**src/fprl_pkg.sv**
```systemverilog
package fprl_pkg;

	// ------------------------------------------------------------
	// Register offsets
	// ------------------------------------------------------------
	localparam logic [7:0] PWM1_CONFIG_ADDR = 8'h5c;
	localparam logic [7:0] PWM2_CONFIG_ADDR = 8'h5d;
	localparam logic [7:0] PWM3_CONFIG_ADDR = 8'h5e;
	localparam logic [7:0] RAMP_CTRL_CH1_ADDR = 8'h62;
	localparam logic [7:0] RAMP_CTRL_CH2_CH3_ADDR = 8'h63;
	localparam logic [7:0] DUTY_CH1_ADDR = 8'h30;
	localparam logic [7:0] DUTY_CH2_ADDR = 8'h31;
	localparam logic [7:0] DUTY_CH3_ADDR = 8'h32;

	// ------------------------------------------------------------
	// Field positions
	// ------------------------------------------------------------
	localparam int SLOW_BIT = 3;
	localparam int EN_CH1_BIT = 3;
	localparam int EN_CH2_BIT = 7;
	localparam int EN_CH3_BIT = 3;
	localparam int CODE_CH1_LSB = 0;
	localparam int CODE_CH2_LSB = 4;
	localparam int CODE_CH3_LSB = 0;
	localparam int CODE_W = 3;

	// ------------------------------------------------------------
	// Reset values
	// ------------------------------------------------------------
	localparam logic [7:0] CONFIG_RESET = 8'h00;
	localparam logic [7:0] RAMP_CTRL_RESET = 8'h00;
	localparam logic [7:0] DUTY_RESET = 8'h00;
	localparam logic [7:0] UNMAPPED_READ = 8'h00;

	// ------------------------------------------------------------
	// Timing
	// ------------------------------------------------------------
	localparam longint unsigned CLK_HZ = 64'd125_000_000;
	localparam longint unsigned DUTY_SLOTS = 64'd255;
	localparam longint unsigned RAMP_FULL_S = 64'd35;
	localparam longint unsigned TICK_CYCLES_DEF = RAMP_FULL_S * CLK_HZ / DUTY_SLOTS;
	localparam logic [1:0] SLOW_LAST = 2'h3;

	// ------------------------------------------------------------
	// Types
	// ------------------------------------------------------------
	typedef struct packed {
		logic enable;
		logic slow;
		logic [CODE_W-1:0] code;
	} fprl_chan_cfg_s;

	// Step size in slots for a ramp code
	function automatic logic [7:0] fprl_step_slots(input logic [CODE_W-1:0] code);
		logic [7:0] s;
		s = 8'h01;
		case (code)
			3'h0: s = 8'h01;
			3'h1: s = 8'h02;
			3'h2: s = 8'h03;
			3'h3: s = 8'h05;
			3'h4: s = 8'h08;
			3'h5: s = 8'h0c;
			3'h6: s = 8'h18;
			default: s = 8'h30;
		endcase
		return s;
	endfunction : fprl_step_slots

endpackage : fprl_pkg

```
**src/fprl_channel.sv**
```systemverilog
`timescale 1ns/10ps
module fprl_channel import fprl_pkg::*; (
	input wire logic clk,
	input wire logic reset,
	input wire logic ce,
	input wire logic tick,
	input wire fprl_chan_cfg_s cfg,
	input wire logic [7:0] target,
	output logic [7:0] duty
);

	logic [1:0] quarter;
	logic step_ok;
	logic [7:0] step;
	logic [7:0] next_duty;

	// ------------------------------------------------------------
	// Update tick, slowed by four
	// ------------------------------------------------------------
	always_ff @(posedge clk) begin
		if (reset) begin
			quarter <= 2'h0;
		end else if (ce && tick) begin
			quarter <= quarter + 2'h1;
		end
	end

	assign step_ok = ce && tick && (!cfg.slow || quarter == SLOW_LAST);
	assign step = fprl_step_slots(cfg.code);

	// ------------------------------------------------------------
	// Step toward target
	// ------------------------------------------------------------
	always_comb begin
		next_duty = duty;
		if (!cfg.enable) begin
			next_duty = target;
		end else if (step_ok) begin
			if (target > duty) begin
				next_duty = (8'(target - duty) < step) ? target : 8'(duty + step);
			end else if (target < duty) begin
				next_duty = (8'(duty - target) < step) ? target : 8'(duty - step);
			end
		end
	end

	always_ff @(posedge clk) begin
		if (reset) begin
			duty <= DUTY_RESET;
		end else if (ce) begin
			duty <= next_duty;
		end
	end

	// ------------------------------------------------------------
	// Checks
	// ------------------------------------------------------------
	bypass_follow_a: assert property (@(posedge clk) disable iff (reset)
		(ce && !cfg.enable) |=> duty == $past(target)) else $error("Duty did not follow target in bypass");

	step_up_a: assert property (@(posedge clk) disable iff (reset)
		(step_ok && cfg.enable && target > duty && 8'(target - duty) >= step)
		|=> duty == 8'($past(duty) + $past(step))) else $error("Wrong upward step");

	step_down_a: assert property (@(posedge clk) disable iff (reset)
		(step_ok && cfg.enable && target < duty && 8'(duty - target) >= step)
		|=> duty == 8'($past(duty) - $past(step))) else $error("Wrong downward step");

	no_overshoot_a: assert property (@(posedge clk) disable iff (reset)
		(step_ok && cfg.enable && target != duty && ((target > duty) ? 8'(target - duty) : 8'(duty - target)) < step)
		|=> duty == $past(target)) else $error("Step passed target");

	hold_between_a: assert property (@(posedge clk) disable iff (reset)
		(cfg.enable && !step_ok) |=> $stable(duty)) else $error("Duty moved without a tick");

	slow_gate_a: assert property (@(posedge clk) disable iff (reset)
		(ce && tick && cfg.slow && cfg.enable && quarter != SLOW_LAST && target != duty)
		|=> $stable(duty)) else $error("Slow channel stepped early");

endmodule : fprl_channel

```
**src/fprl_top.sv**
```systemverilog
`timescale 1ns/10ps
// Notes on behaviour
// - Ramp control one bit 3 enables step limiting on channel one.
// - Ramp control two bit 7 enables step limiting on channel two.
// - Ramp control two bit 3 enables step limiting on channel three.
// - Duty counts high slots out of 255 per PWM period.
// - Codes 0 to 7 give steps of 1, 2, 3, 5, 8, 12, 24, 48 slots.
// - Enabled and target above duty: raise duty by the step, landing on the target when it is nearer than one step.
// - Enabled and target below duty: lower duty by the step, landing on the target when it is nearer than one step.
// - Each stepped result becomes the stored duty and drives the output.
// - Ramp control one bits 2 to 0 give channel one's code.
// - Ramp control two bits 2 to 0 give channel three's code.
// - Ramp control two bits 6 to 4 give channel two's code.
// - Normal full ramp takes about 35 s at step 1, scaling with step.
// - Config bit 3 of each channel slows its ramp by four.
// - Slowed full ramp takes about 140 s at step 1.
// - With ramping off, the target passes straight to the output.
module fprl_top import fprl_pkg::*; #(
	parameter int unsigned TICK_CYCLES = 32'(TICK_CYCLES_DEF),
	parameter int NUM_CH = 3
) (
	input wire logic clk,
	input wire logic reset,
	input wire logic ce,
	input wire logic [7:0] reg_addr,
	input wire logic reg_write,
	input wire logic [7:0] reg_wdata,
	input wire logic reg_read,
	output logic [7:0] reg_rdata,
	output logic reg_rvalid,
	input wire logic [7:0] target_ch1,
	input wire logic [7:0] target_ch2,
	input wire logic [7:0] target_ch3,
	output logic [7:0] duty_ch1,
	output logic [7:0] duty_ch2,
	output logic [7:0] duty_ch3
);

	// ------------------------------------------------------------
	// Registers
	// ------------------------------------------------------------
	logic [7:0] pwm1_config;
	logic [7:0] pwm2_config;
	logic [7:0] pwm3_config;
	logic [7:0] ramp_ctrl_ch1;
	logic [7:0] ramp_ctrl_ch2_ch3;

	logic [31:0] tick_cnt;
	logic tick;
	fprl_chan_cfg_s cfg [NUM_CH];
	logic [7:0] target [NUM_CH];
	logic [7:0] duty [NUM_CH];

	// Register writes
	always_ff @(posedge clk) begin
		if (reset) begin
			pwm1_config <= CONFIG_RESET;
			pwm2_config <= CONFIG_RESET;
			pwm3_config <= CONFIG_RESET;
			ramp_ctrl_ch1 <= RAMP_CTRL_RESET;
			ramp_ctrl_ch2_ch3 <= RAMP_CTRL_RESET;
		end else if (ce && reg_write) begin
			if (reg_addr == PWM1_CONFIG_ADDR) begin
				pwm1_config <= reg_wdata;
			end else if (reg_addr == PWM2_CONFIG_ADDR) begin
				pwm2_config <= reg_wdata;
			end else if (reg_addr == PWM3_CONFIG_ADDR) begin
				pwm3_config <= reg_wdata;
			end else if (reg_addr == RAMP_CTRL_CH1_ADDR) begin
				ramp_ctrl_ch1 <= reg_wdata;
			end else if (reg_addr == RAMP_CTRL_CH2_CH3_ADDR) begin
				ramp_ctrl_ch2_ch3 <= reg_wdata;
			end
		end
	end

	// Register reads, one cycle after the strobe
	always_ff @(posedge clk) begin
		if (reset) begin
			reg_rdata <= UNMAPPED_READ;
			reg_rvalid <= 1'b0;
		end else if (ce) begin
			reg_rvalid <= reg_read;
			if (reg_read) begin
				if (reg_addr == PWM1_CONFIG_ADDR) begin
					reg_rdata <= pwm1_config;
				end else if (reg_addr == PWM2_CONFIG_ADDR) begin
					reg_rdata <= pwm2_config;
				end else if (reg_addr == PWM3_CONFIG_ADDR) begin
					reg_rdata <= pwm3_config;
				end else if (reg_addr == RAMP_CTRL_CH1_ADDR) begin
					reg_rdata <= ramp_ctrl_ch1;
				end else if (reg_addr == RAMP_CTRL_CH2_CH3_ADDR) begin
					reg_rdata <= ramp_ctrl_ch2_ch3;
				end else if (reg_addr == DUTY_CH1_ADDR) begin
					reg_rdata <= duty[0];
				end else if (reg_addr == DUTY_CH2_ADDR) begin
					reg_rdata <= duty[1];
				end else if (reg_addr == DUTY_CH3_ADDR) begin
					reg_rdata <= duty[2];
				end else begin
					reg_rdata <= UNMAPPED_READ;
				end
			end
		end
	end

	// ------------------------------------------------------------
	// Channel configuration decode
	// ------------------------------------------------------------
	always_comb begin
		cfg[0].enable = ramp_ctrl_ch1[EN_CH1_BIT];
		cfg[0].code = ramp_ctrl_ch1[CODE_CH1_LSB +: CODE_W];
		cfg[0].slow = pwm1_config[SLOW_BIT];
		cfg[1].enable = ramp_ctrl_ch2_ch3[EN_CH2_BIT];
		cfg[1].code = ramp_ctrl_ch2_ch3[CODE_CH2_LSB +: CODE_W];
		cfg[1].slow = pwm2_config[SLOW_BIT];
		cfg[2].enable = ramp_ctrl_ch2_ch3[EN_CH3_BIT];
		cfg[2].code = ramp_ctrl_ch2_ch3[CODE_CH3_LSB +: CODE_W];
		cfg[2].slow = pwm3_config[SLOW_BIT];
	end

	assign target[0] = target_ch1;
	assign target[1] = target_ch2;
	assign target[2] = target_ch3;

	// ------------------------------------------------------------
	// Duty update tick
	// ------------------------------------------------------------
	// One slot per tick over 255 slots gives the 35 s full ramp at step 1
	always_ff @(posedge clk) begin
		if (reset) begin
			tick_cnt <= 32'h0;
			tick <= 1'b0;
		end else if (ce) begin
			if (tick_cnt >= TICK_CYCLES - 1) begin
				tick_cnt <= 32'h0;
				tick <= 1'b1;
			end else begin
				tick_cnt <= tick_cnt + 32'h1;
				tick <= 1'b0;
			end
		end
	end

	// ------------------------------------------------------------
	// Ramp channels
	// ------------------------------------------------------------
	for (genvar i = 0; i < NUM_CH; i++) begin : g_ch
		fprl_channel u_ch (
			.clk(clk),
			.reset(reset),
			.ce(ce),
			.tick(tick),
			.cfg(cfg[i]),
			.target(target[i]),
			.duty(duty[i])
		);
	end

	// 8-bit duty holds 0 to 255 high slots per period
	assign duty_ch1 = duty[0];
	assign duty_ch2 = duty[1];
	assign duty_ch3 = duty[2];

	// ------------------------------------------------------------
	// Checks
	// ------------------------------------------------------------
	logic [31:0] since_tick;
	logic seen_tick;

	always_ff @(posedge clk) begin
		if (reset) begin
			since_tick <= 32'h0;
			seen_tick <= 1'b0;
		end else if (ce) begin
			if (tick) begin
				since_tick <= 32'h1;
				seen_tick <= 1'b1;
			end else begin
				since_tick <= since_tick + 32'h1;
			end
		end
	end

	tick_spacing_a: assert property (@(posedge clk) disable iff (reset)
		(tick && seen_tick) |-> since_tick == TICK_CYCLES) else $error("Tick spacing wrong");

	ch1_enable_a: assert property (@(posedge clk) disable iff (reset)
		(ce && reg_write && reg_addr == RAMP_CTRL_CH1_ADDR)
		|=> cfg[0].enable == $past(reg_wdata[EN_CH1_BIT])) else $error("Channel one enable not taken");

	ch2_enable_a: assert property (@(posedge clk) disable iff (reset)
		(ce && reg_write && reg_addr == RAMP_CTRL_CH2_CH3_ADDR)
		|=> cfg[1].enable == $past(reg_wdata[EN_CH2_BIT])) else $error("Channel two enable not taken");

	ch3_enable_a: assert property (@(posedge clk) disable iff (reset)
		(ce && reg_write && reg_addr == RAMP_CTRL_CH2_CH3_ADDR)
		|=> cfg[2].enable == $past(reg_wdata[EN_CH3_BIT])) else $error("Channel three enable not taken");

	ch1_code_a: assert property (@(posedge clk) disable iff (reset)
		(ce && reg_write && reg_addr == RAMP_CTRL_CH1_ADDR)
		|=> cfg[0].code == $past(reg_wdata[2:0])) else $error("Channel one code not taken");

	ch2_code_a: assert property (@(posedge clk) disable iff (reset)
		(ce && reg_write && reg_addr == RAMP_CTRL_CH2_CH3_ADDR)
		|=> cfg[1].code == $past(reg_wdata[6:4])) else $error("Channel two code not taken");

	ch3_code_a: assert property (@(posedge clk) disable iff (reset)
		(ce && reg_write && reg_addr == RAMP_CTRL_CH2_CH3_ADDR)
		|=> cfg[2].code == $past(reg_wdata[2:0])) else $error("Channel three code not taken");

	slow_bit_a: assert property (@(posedge clk) disable iff (reset)
		(ce && reg_write && reg_addr == PWM2_CONFIG_ADDR)
		|=> cfg[1].slow == $past(reg_wdata[SLOW_BIT])) else $error("Slow bit not taken");

	duty_readback_a: assert property (@(posedge clk) disable iff (reset)
		(ce && reg_read && reg_addr == DUTY_CH1_ADDR)
		|=> reg_rvalid && reg_rdata == $past(duty[0])) else $error("Duty readback wrong");

	// ------------------------------------------------------------
	// Slow bits, readback, bypass, tick and freeze checks
	// ------------------------------------------------------------
	ch1_slow_a: assert property (@(posedge clk) disable iff (reset)
		(ce && reg_write && reg_addr == PWM1_CONFIG_ADDR)
		|=> cfg[0].slow == $past(reg_wdata[SLOW_BIT])) else $error("Channel one slow bit not taken");

	ch3_slow_a: assert property (@(posedge clk) disable iff (reset)
		(ce && reg_write && reg_addr == PWM3_CONFIG_ADDR)
		|=> cfg[2].slow == $past(reg_wdata[SLOW_BIT])) else $error("Channel three slow bit not taken");

	duty2_readback_a: assert property (@(posedge clk) disable iff (reset)
		(ce && reg_read && reg_addr == DUTY_CH2_ADDR)
		|=> reg_rvalid && reg_rdata == $past(duty[1])) else $error("Channel two duty readback wrong");

	duty3_readback_a: assert property (@(posedge clk) disable iff (reset)
		(ce && reg_read && reg_addr == DUTY_CH3_ADDR)
		|=> reg_rvalid && reg_rdata == $past(duty[2])) else $error("Channel three duty readback wrong");

	ctrl1_readback_a: assert property (@(posedge clk) disable iff (reset)
		(ce && reg_read && reg_addr == RAMP_CTRL_CH1_ADDR)
		|=> reg_rdata[3] == $past(cfg[0].enable) && reg_rdata[2:0] == $past(cfg[0].code))
		else $error("Channel one control readback wrong");

	ctrl23_readback_a: assert property (@(posedge clk) disable iff (reset)
		(ce && reg_read && reg_addr == RAMP_CTRL_CH2_CH3_ADDR)
		|=> reg_rdata[7] == $past(cfg[1].enable) && reg_rdata[6:4] == $past(cfg[1].code)
		&& reg_rdata[3] == $past(cfg[2].enable) && reg_rdata[2:0] == $past(cfg[2].code))
		else $error("Channel two and three control readback wrong");

	ch2_bypass_a: assert property (@(posedge clk) disable iff (reset)
		(ce && !cfg[1].enable) |=> duty_ch2 == $past(target_ch2)) else $error("Channel two bypass wrong");

	tick_pulse_a: assert property (@(posedge clk) disable iff (reset)
		(ce && tick && TICK_CYCLES > 1) |=> !tick) else $error("Tick longer than one cycle");

	tick_bound_a: assert property (@(posedge clk) disable iff (reset)
		tick_cnt < TICK_CYCLES) else $error("Tick counter out of range");

	freeze_duty_a: assert property (@(posedge clk) disable iff (reset)
		(!ce) |=> $stable(duty_ch1) && $stable(duty_ch2) && $stable(duty_ch3))
		else $error("Duty moved while frozen");

	freeze_regs_a: assert property (@(posedge clk) disable iff (reset)
		(!ce) |=> $stable(ramp_ctrl_ch1) && $stable(ramp_ctrl_ch2_ch3)
		&& $stable(pwm1_config) && $stable(pwm2_config) && $stable(pwm3_config))
		else $error("Register changed while frozen");

	freeze_tick_a: assert property (@(posedge clk) disable iff (reset)
		(!ce) |=> $stable(tick) && $stable(tick_cnt)) else $error("Tick moved while frozen");

endmodule : fprl_top

```
**config.mk**
```make
export PLATFORM = sky130hd
export DESIGN_NAME = fprl_top
export DESIGN_NICKNAME = d
export VERILOG_FILES = /design/src/fprl_pkg.sv /design/src/fprl_channel.sv /design/src/fprl_top.sv
export SDC_FILE = /design/constraint.sdc
export NUM_CORES = 1
export LEC_CHECK = 0
export BUFFER_PORTS_ARGS = -buffer_cell sky130_fd_sc_hd__buf_4
export CORE_ASPECT_RATIO = 0.9
export CORE_MARGIN = 10
export CORE_UTILIZATION = 45
export DETAILED_ROUTE_END_ITERATION = 7
export PLACE_DENSITY = 0.64
export SLEW_MARGIN = 30
export SYNTH_ARGS = -nofsm -noshare
export SYNTH_HDL_FRONTEND = slang
export SYNTH_HIERARCHICAL = 1
export SYNTH_SLANG_ARGS = --single-unit
export TNS_END_PERCENT = 50
```
**constraint.sdc**
```tcl
create_clock -name clk -period 8.13 [get_ports clk]
set_clock_uncertainty 0.15 [all_clocks]
set_input_delay 2.0325 -clock clk [delete_from_list [all_inputs] [get_ports clk]]
set_output_delay 2.0325 -clock clk [all_outputs]
set_load 0.01 [all_outputs]
```
======== Word level (Yosys, flattened, before mapping) ========
Cells that the tools add are included.
storage, ports and cells
  logic and storage cells ................. 137
  input port bits ......................... 45
  output and inout port bits .............. 33
  register bits ........................... 112
cells by class
  eq/ne operators ......................... 35
  $lt $le $gt $ge ......................... 13
  bitwise gates (word level) .............. 4
  reductions and logical operators ........ 23
  multiplexer cells ....................... 31
  add/sub/neg operators ................... 16
operators by type and width
  cell                                                   count
  two-way mux 8 bit                                      26
  one-hot mux 6 bit (7 select lines)                     3
  less-than comparator 8 x 6 -> 1 bit                    6
  subtractor 8 bit                                       6
  equality test 8 x 7 -> 1 bit, second input constant    5
  adder 32 x 1 -> 32 bit, second input constant          1
  >= comparator 32 x 25 -> 1 bit, second input constant  1
  two-way mux 32 bit                                     1
  equality test 3 bit, second input constant             9
  adder 8 x 6 -> 8 bit                                   3
  equality test 8 x 6 -> 1 bit, second input constant    3
  > comparator 8 bit                                     3
  less-than comparator 8 bit                             3
  subtractor 8 x 6 -> 8 bit                              3
  equality test 3 x 2 -> 1 bit, second input constant    6
  AND reduction 3 bit                                    4
  equality test 3 x 1 -> 1 bit, second input constant    3
  logical NOT 3 bit                                      3
  != test 3 x 1 -> 1 bit, second input constant          3
  adder 2 x 1 -> 2 bit, second input constant            3
  equality test 2 bit, second input constant             3
  != test 2 x 1 -> 1 bit, second input constant          3
  AND reduction 6 bit                                    1
  logical AND 1 bit                                      5
  7 further kinds                                        15

======== Longest topological paths before layout ========
Gate-level depths: netlist of run 1.
  depth in word-level cells ............... 9
  depth in mapped cells ................... 18
  depth with buffers taken out ............ 16

======== Cells and area by module ========
The synthesis of run 1 kept the hierarchy.
by module, submodules not included
  module                            area each (um2)  instances  sequential area each (um2)  cells each
  fprl_channel at g_ch[0].u_ch ...  2198.4           2          200.2                       287
  fprl_top                          3988.8           1          1641.6                      470
  fprl_channel at g_ch[1].u_ch      2229.6           1          200.2                       292

======== Least setup slack after synthesis of run 1 ========
Ideal clock, no wire load.
  path type ............................... input to register
  start ................................... input port target_ch2[2]
  end ..................................... register g_ch[1].u_ch.duty[7]
  arrival time ............................ 4.886 ns
  cell stages on the path ................. 18
  required time ........................... 7.863 ns
  setup time .............................. 0.117 ns
  buffers on the path ..................... 2
  setup slack ............................. 2.977 ns
  path through ............................ inv_1 > ha_1 > buf_4 > a21oi_1 > o21ai_0 > a21o_1 > a21oi_1 > xnor2_1 > ha_1 > nand4_1 > a21oi_1 > a211oi_2 > nand4_4 > and3_4 > buf_6 > o311a_1 > a21oi_1 > o2bb2ai_1
between the ends
  cells in the longest elaborated chain, start to end .. 7
  elaborated cells on any way between the ends .. 14
  those cells by class .................... add/sub (2); order compare (4); eq/ne (1); mux (6); reduce/logical (1)
RTL lines
  element                              RTL line            text
  from (decl)                          fprl_top.sv:32      input wire logic [7:0] target_ch2,
  subtractor 8 bit                     fprl_channel.sv:42  next_duty = (8'(duty - target) < step) ? target : 8'(duty - step);
  less-than comparator 8 x 6 -> 1 bit  fprl_channel.sv:42
  two-way mux 8 bit                    fprl_channel.sv:42
  two-way mux 8 bit                    fprl_channel.sv:41  end else if (target < duty) begin
  two-way mux 8 bit                    fprl_channel.sv:39  if (target > duty) begin
  two-way mux 8 bit                    fprl_channel.sv:38  end else if (step_ok) begin
  two-way mux 8 bit                    fprl_channel.sv:36  if (!cfg.enable) begin
  to (signal assigned)                 fprl_channel.sv:51  duty <= next_duty;
  to (decl)                            fprl_channel.sv:9   output logic [7:0] duty
Parallel ways exist; a longest one is shown, timed or not. The select of a mux whose other input is x is not followed.
A chain may end at the register's enable or synchronous reset.

======== Worst setup path in the final report of run 1 ========
  start ................................... input port target_ch3[4]
  end ..................................... register g_ch[2].u_ch.duty[4]
between the ends
  cells in the longest elaborated chain, start to end .. 7
  elaborated cells on any way between the ends .. 14
  those cells by class .................... add/sub (2); order compare (4); eq/ne (1); mux (6); reduce/logical (1)
RTL lines
  element                              RTL line            text
  from (decl)                          fprl_top.sv:33      input wire logic [7:0] target_ch3,
  subtractor 8 bit                     fprl_channel.sv:42
  less-than comparator 8 x 6 -> 1 bit  fprl_channel.sv:42
  two-way mux 8 bit                    fprl_channel.sv:42
  two-way mux 8 bit                    fprl_channel.sv:41
  two-way mux 8 bit                    fprl_channel.sv:39
  two-way mux 8 bit                    fprl_channel.sv:38
  two-way mux 8 bit                    fprl_channel.sv:36
  to (signal assigned)                 fprl_channel.sv:51
  to (decl)                            fprl_channel.sv:9
Parallel ways exist; a longest one is shown, timed or not. The select of a mux whose other input is x is not followed.

==> results of run 1 <==
metrics by stage:
stage / total power, mW / worst slack [ns]
detailed placement: 1.13 / 2.37
global placement: 1.13 / 2.36
finish: 1.59 / 2.73
global route: 1.68 / 2.42
CTS: 1.59 / 2.74
floorplan: 0.992 / 2.98
cell families after synthesis:
group,share of synthesized area
AO/OA/AOI/OAI,0.241
XOR/XNOR,0.0619
adder cells (fa/ha/maj),0.155
buffers and inverters,0.0647
flip-flops,0.211
multiplexers,0.0417
AND/OR/NAND/NOR,0.225
cell usage after synthesis, types with 5 or more instances:
library cell  count
a2111o_1          5
a211o_1           9
a211oi_1         18
a21o_1           25
a21oi_1         128
a221o_1           6
a221oi_1          5
a311oi_1          7
a31oi_1           8
and2_1            9
and3_1           15
and4_1            5
buf_2            21
buf_4             7
buf_6             5
clkbuf_1         21
dfxtp_1         112
fa_1              9
ha_1            117
inv_1           105
mux2i_1          42
nand2_1          98
nand2b_1         23
nand3_1          26
nand3b_1          5
nand4_1          25
nor2_1          131
nor2b_1          16
nor3_1           31
nor4_1            9
o211ai_1          5
o21ai_0          46
o21bai_1          7
o221ai_1          9
o22ai_1           8
o31a_1            7
o31ai_1          12
or2_2            12
or3_1             9
xnor2_1          38
xor2_1           37
cell type report:
cell class,count,area share
multi-input combinational,1065,0.663
sequential,112,0.193
timing repair buffer,79,0.0511
inverter,105,0.0340
tap,302,0.0326
clock buffer,9,0.0194
clock inverter,7,0.00647
critical path: cells and delay by family:
kind / cells / cell delay (ns)
xor+xnor: 1 / 0.15
compound gates: 7 / 1.55
simple gates: 3 / 0.83
fa+ha+maj: 2 / 0.78
buf+inv: 2 / 0.14
power breakdown:
group	switching (mW)	internal, mW
Sequential	0.0296	0.564
Clock	0.241	0.218
Combinational	0.314	0.224
metal layers:
metal / track usage / share of wire
met4: 0.0449 / 0.013
met1: 0.284 / 0.50
met2: 0.295 / 0.44
met3: 0.0231 / 0.048
met5: 0 / 0
sequential cells by signal (all words and copies together) (netlist names), 8 cells and up:
| register | flops |
|---|---|
| tick_cnt | 32 |
| g_ch.u_ch/duty | 24 |
| pwm1_config | 8 |
| pwm2_config | 8 |
| pwm3_config | 8 |
| ramp_ctrl_ch1 | 8 |
| ramp_ctrl_ch2_ch3 | 8 |
| reg_rdata | 8 |
worst min path at each step:
stage / to / from / slack, ns / cells past startpoint
final: g_ch[2].u_ch/quarter[1] / g_ch[2].u_ch/quarter[1] / 0.32 / 2
after global routing: ramp_ctrl_ch1[4] / ramp_ctrl_ch1[4] / 0.33 / 2
after CTS: ramp_ctrl_ch1[4] / ramp_ctrl_ch1[4] / 0.31 / 2
after detailed placement: ramp_ctrl_ch1[4] / ramp_ctrl_ch1[4] / 0.30 / 2
after global placement: g_ch[0].u_ch/quarter[1] / g_ch[0].u_ch/quarter[1] / 0.30 / 2
after floorplan: ramp_ctrl_ch1[6] / ramp_ctrl_ch1[6] / 0.28 / 2
==> results.txt, run 1 <==
Status: completed
Number of cell rows: 53
Post-CTS Setup Bufs: 0
Worst EP arrival: 5.50 ns
Syn Std Cell Area: 0.0106 mm2
Die area: 0.0301 mm2
WL/cell: 18.4 um
PwrDens: 137 mW/mm2
Maxcap violations: 0
Clk_lat worst skew: 0.37 ns
CORE AREA: 0.0233 mm2
Flop2flop setup slack: 4.08 ns
Post_cts resized: 0
CTS tree: built
Flops & latches, synth: 112
Kind of critical path: in2reg
Final setup viols: 0
Maximum clock insertion buffer count: 2
Launch point of the worst reg-to-reg path: g_ch[2].u_ch/duty[4]
Filler cell count in the final layout: 2,299
Crit path cell chain: buf_4 > inv_1 > ha_1 > nand2_1 > a211oi_1 > nor2_1 > xnor2_1 > ha_1 > a211oi_1 > o21ai_0 > or4_4 > o31ai_4 > a21oi_2 > o31ai_1 > a21oi_1
Crit start category: primary input
Vias in the first global route: 9,113
Initial antenna violation count: 0
Synth warn: 6
Syn_area_per_cell: 7.95 um2
H-tree levels: 3
Sequential cell area fraction in the yosys report: 0.211
Final period util: 0.665
Routability congestion estimate: 0.917
Req. time, crit path: 8.23 ns
Layout cells sized above 1: 0.113
Most frequent cells in the layout: nor2_1 (131), a21oi_1 (127), ha_1 (117), dfxtp_1 (112), inv_1 (105)
Final hold slack: 0.316 ns
Die width: 182 um
Placed insts: 1,663
GRT Total Usage: 0.194
Initial core utilization: 0.456
Synth unique cells: 94
Die H: 166 um
Seq. cell area: 0.00224 mm2
CP max stage delay: 0.48 ns
Max Freq: 185 MHz
Multi-input logic area: 0.00769 mm2
Post-Synthesis Cells: 1,336
Finished Layout Cells: 1,679
Total gr overflow: 0
Hold Path Class: reg2reg
CP Launch Point: target_ch3[4]
Final min period: 5.40 ns
Area delta synth->final: 9.25%
Async set or reset register ratio after synthesis: 0
Synth area leader: dfxtp_1
Slew @ Worst Pin: 0.972 ns
Post-synth EDFFs: 0
Total CTS buffers: 9
Fin util: 0.498
Clock root cell: clkbuf_16
Number of port buffers: 77
N_diodes: 0
Finished layout cell area: 0.0116 mm2
Drt drc: 0
Ports: 78
Dpl cell area: 0.0113 mm2
Antenna-violating nets left: 0
Leak: 4.95 nW
Worst setup EP type: flop
First-pass detailed-route iteration total: 5
Post-Syn Nets: 1,507
Post-CTS Hold Fix Bufs: 0
Detailed Place HPWL: 23,900 um
RSZ-0062 raised after global routing: no
Commonest non-fill, non-tap cell in the layout: nor2_1
First-pass GRT wire length: 49,200 um
End point of the critical path: g_ch[2].u_ch/duty[4]
Routed WL: 30,800 um
Synth area leaders: dfxtp_1 (21%), ha_1 (14%), a21oi_1 (6.0%), nor2_1 (4.6%), mux2i_1 (4.0%)
Vias per cell: 5.87
Final Hold Vio Count: 0
CTS sink count: 112
Slowest-stage cell, CP: a211oi_1
Fin nets: 1,543
Max Fanout on Critical Path: 9
Largest net degree at the start of global routing: 58
Top_reg_cell synth: dfxtp_1
Initial drt markers: 945
R2r endpoint: g_ch[2].u_ch/duty[4]
Max VDD drop: 0.000104 V
Total number of vias: 9,858
Top-area cell type share of the netlist area: 0.211
Relative slew slack: 0.352
R2R cell count: 13
Setup TNS: 0 ns
Clock transition at path regs: 0.08 ns
Fin. max-slew vios: 0
Note: power is estimated with default switching activity, not from simulation.
==> run 2, diff against run 1 <==
--- a/config.mk
+++ b/config.mk
@@ -10,7 +10,7 @@
 export CORE_MARGIN = 10
 export CORE_UTILIZATION = 45
 export DETAILED_ROUTE_END_ITERATION = 7
-export PLACE_DENSITY = 0.64
+export PLACE_DENSITY = 0.67
 export SLEW_MARGIN = 30
 export SYNTH_ARGS = -nofsm -noshare
 export SYNTH_HDL_FRONTEND = slang
==> constraint.sdc (replaced) <==
create_clock -name clk -period 4.69 [get_ports clk]
set_clock_uncertainty 0.15 [all_clocks]
set_input_delay 1.1725 -clock clk [delete_from_list [all_inputs] [get_ports clk]]
set_output_delay 1.1725 -clock clk [all_outputs]
set_load 0.01 [all_outputs]
==> results.txt, run 2 (same netlist as run 1, synthesis figures left out) <==
Crit path cell chain: buf_4 > inv_1 > ha_1 > nand2b_1 > a211oi_1 > nor2_1 > xnor2_1 > ha_1 > a211oi_1 > o21ai_0 > or4_4 > o21ai_4 > nor2_2 > a221o_1 > a21oi_1
Initial drt markers: 725
Routed WL: 30,300 um
RSZ-0062 raised after global routing: no
Total number of vias: 9,882
H-tree levels: 3
Setup TNS: 0 ns
Total gr overflow: 0
Ports: 78
Largest Register: tick_cnt
WL/cell: 17.8 um
Number of port buffers: 77
Status: completed
Launch point of the worst reg-to-reg path: g_ch[1].u_ch/duty[1]
CTS tree: built
Fin nets: 1,561
Max Fanout on Critical Path: 6
Hold Path Class: reg2reg
Slew @ Worst Pin: 0.757 ns
Dpl cell area: 0.0114 mm2
Maxcap violations: 0
Final setup viols: 0
Max Freq: 233 MHz
Maximum clock insertion buffer count: 2
Die width: 182 um
GRT Total Usage: 0.192
Largest register FFs: 32
First-pass detailed-route iteration total: 5
Pre-CTS WS: 0.0611 ns
Total CTS buffers: 9
Area delta synth->final: 10.6%
CP max stage delay: 0.49 ns
Kind of critical path: in2reg
Finished layout cell area: 0.0117 mm2
Fin. max-slew vios: 0
Crit-path leading delay family: compound AO/OA/AOI/OAI gates
Slowest-stage cell, CP: or4_4
Number of cell rows: 53
Worst EP arrival: 4.44 ns
Vias per cell: 5.82
First-pass GRT wire length: 49,000 um
CTS sink count: 112
Crit start category: primary input
Die H: 166 um
CP Launch Point: target_ch3[1]
Req. time, crit path: 4.84 ns
Most frequent cells in the layout: nor2_1 (131), a21oi_1 (128), ha_1 (117), dfxtp_1 (112), inv_1 (105)
Routability congestion estimate: 0.916
Die area: 0.0301 mm2
Post-CTS Hold Fix Bufs: 0
Final min period: 4.30 ns
Clock root cell: clkbuf_16
Vias in the first global route: 9,377
Largest net degree at the start of global routing: 48
Drt drc: 0
Clk_lat worst skew: 0.37 ns
N_diodes: 0
Initial antenna violation count: 0
Detailed Place HPWL: 23,800 um
PwrDens: 237 mW/mm2
Clock transition at path regs: 0.09 ns
Hold path start: ramp_ctrl_ch1[6]
Max VDD drop: 0.000168 V
Layout cells sized above 1: 0.124
Final Hold Vio Count: 0
Leak: 5.05 nW
Setup slack after layout: 0.395 ns
Antenna-violating nets left: 0
Commonest non-fill, non-tap cell in the layout: nor2_1
Buf+Inv Stages, Crit Path: 2
CORE AREA: 0.0233 mm2
Post-CTS Setup Bufs: 0
Initial core utilization: 0.456
Largest regs: tick_cnt: 32 flops, g_ch.u_ch/duty: 24 flops
Relative slew slack: 0.491
Final period util: 0.916
Post_cts resized: 0
Worst setup EP type: flop
-- run 2: worst register-to-register path, cell delays in order, from the launching register on --
cell      delay (ns)
dfxtp_1         0.59
inv_1           0.24
ha_1            0.25
a21oi_1         0.15
nand2_1         0.15
a21o_1          0.21
a21oi_1         0.17
xnor2_1         0.09
ha_1            0.30
nand4_1         0.09
nor3_1          0.20
nor2_1          0.11
a211oi_2        0.61
nor2_1          0.16
a22oi_1         0.28
a21o_1          0.15
-- run 2: worst paths after layout --
kind | slack [ns] | endpoint | cells after the start
min reg2reg | 0.31 | ramp_ctrl_ch1[6] | 2
min | 0.31 | ramp_ctrl_ch1[6] | 2
max | 0.39 | g_ch[2].u_ch/duty[5] | 15
max reg2reg | 0.75 | g_ch[1].u_ch/duty[1] | 15
-- run 2: stage by stage --
stage / util / power (mW) / hold slack, ns / instances
6_report: 0.504 / 2.78 / 0.310 / 1697
5_1_grt: 0.504 / 2.95 / 0.333 / 1697
4_1_cts: 0.504 / 2.79 / 0.307 / 1697
2_1_floorplan: - / 1.72 / 0.282 / 1336
3_3_place_gp: 0.491 / 1.98 / 0.292 / 1681
3_5_place_dp: 0.491 / 1.99 / 0.297 / 1681
-- run 2: layout make-up --
type                       instances  area (um2)
fill                            2247       11500
clock buffer                      10         239
tap                              302         378
sequential                       112        2240
clock inverter                     6        71.3
multi-input combinational       1065        7690
inverter                         105         394
timing repair buffer              97         728
-- run 2: routing by layer --
metal	global-route usage	vias up	share of wire
met2	0.289	278	0.44
met1	0.277	4645	0.49
met4	0.0548	0	0.018
met3	0.0266	38	0.052
li1	-	4921	-
met5	0	-	0
-- run 2: report_power, final --
group	switching [mW]	total (mW)	internal [mW]
Clock	0.404	0.797	0.394
Combinational	0.548	0.955	0.407
Sequential	0.0490	1.03	0.977
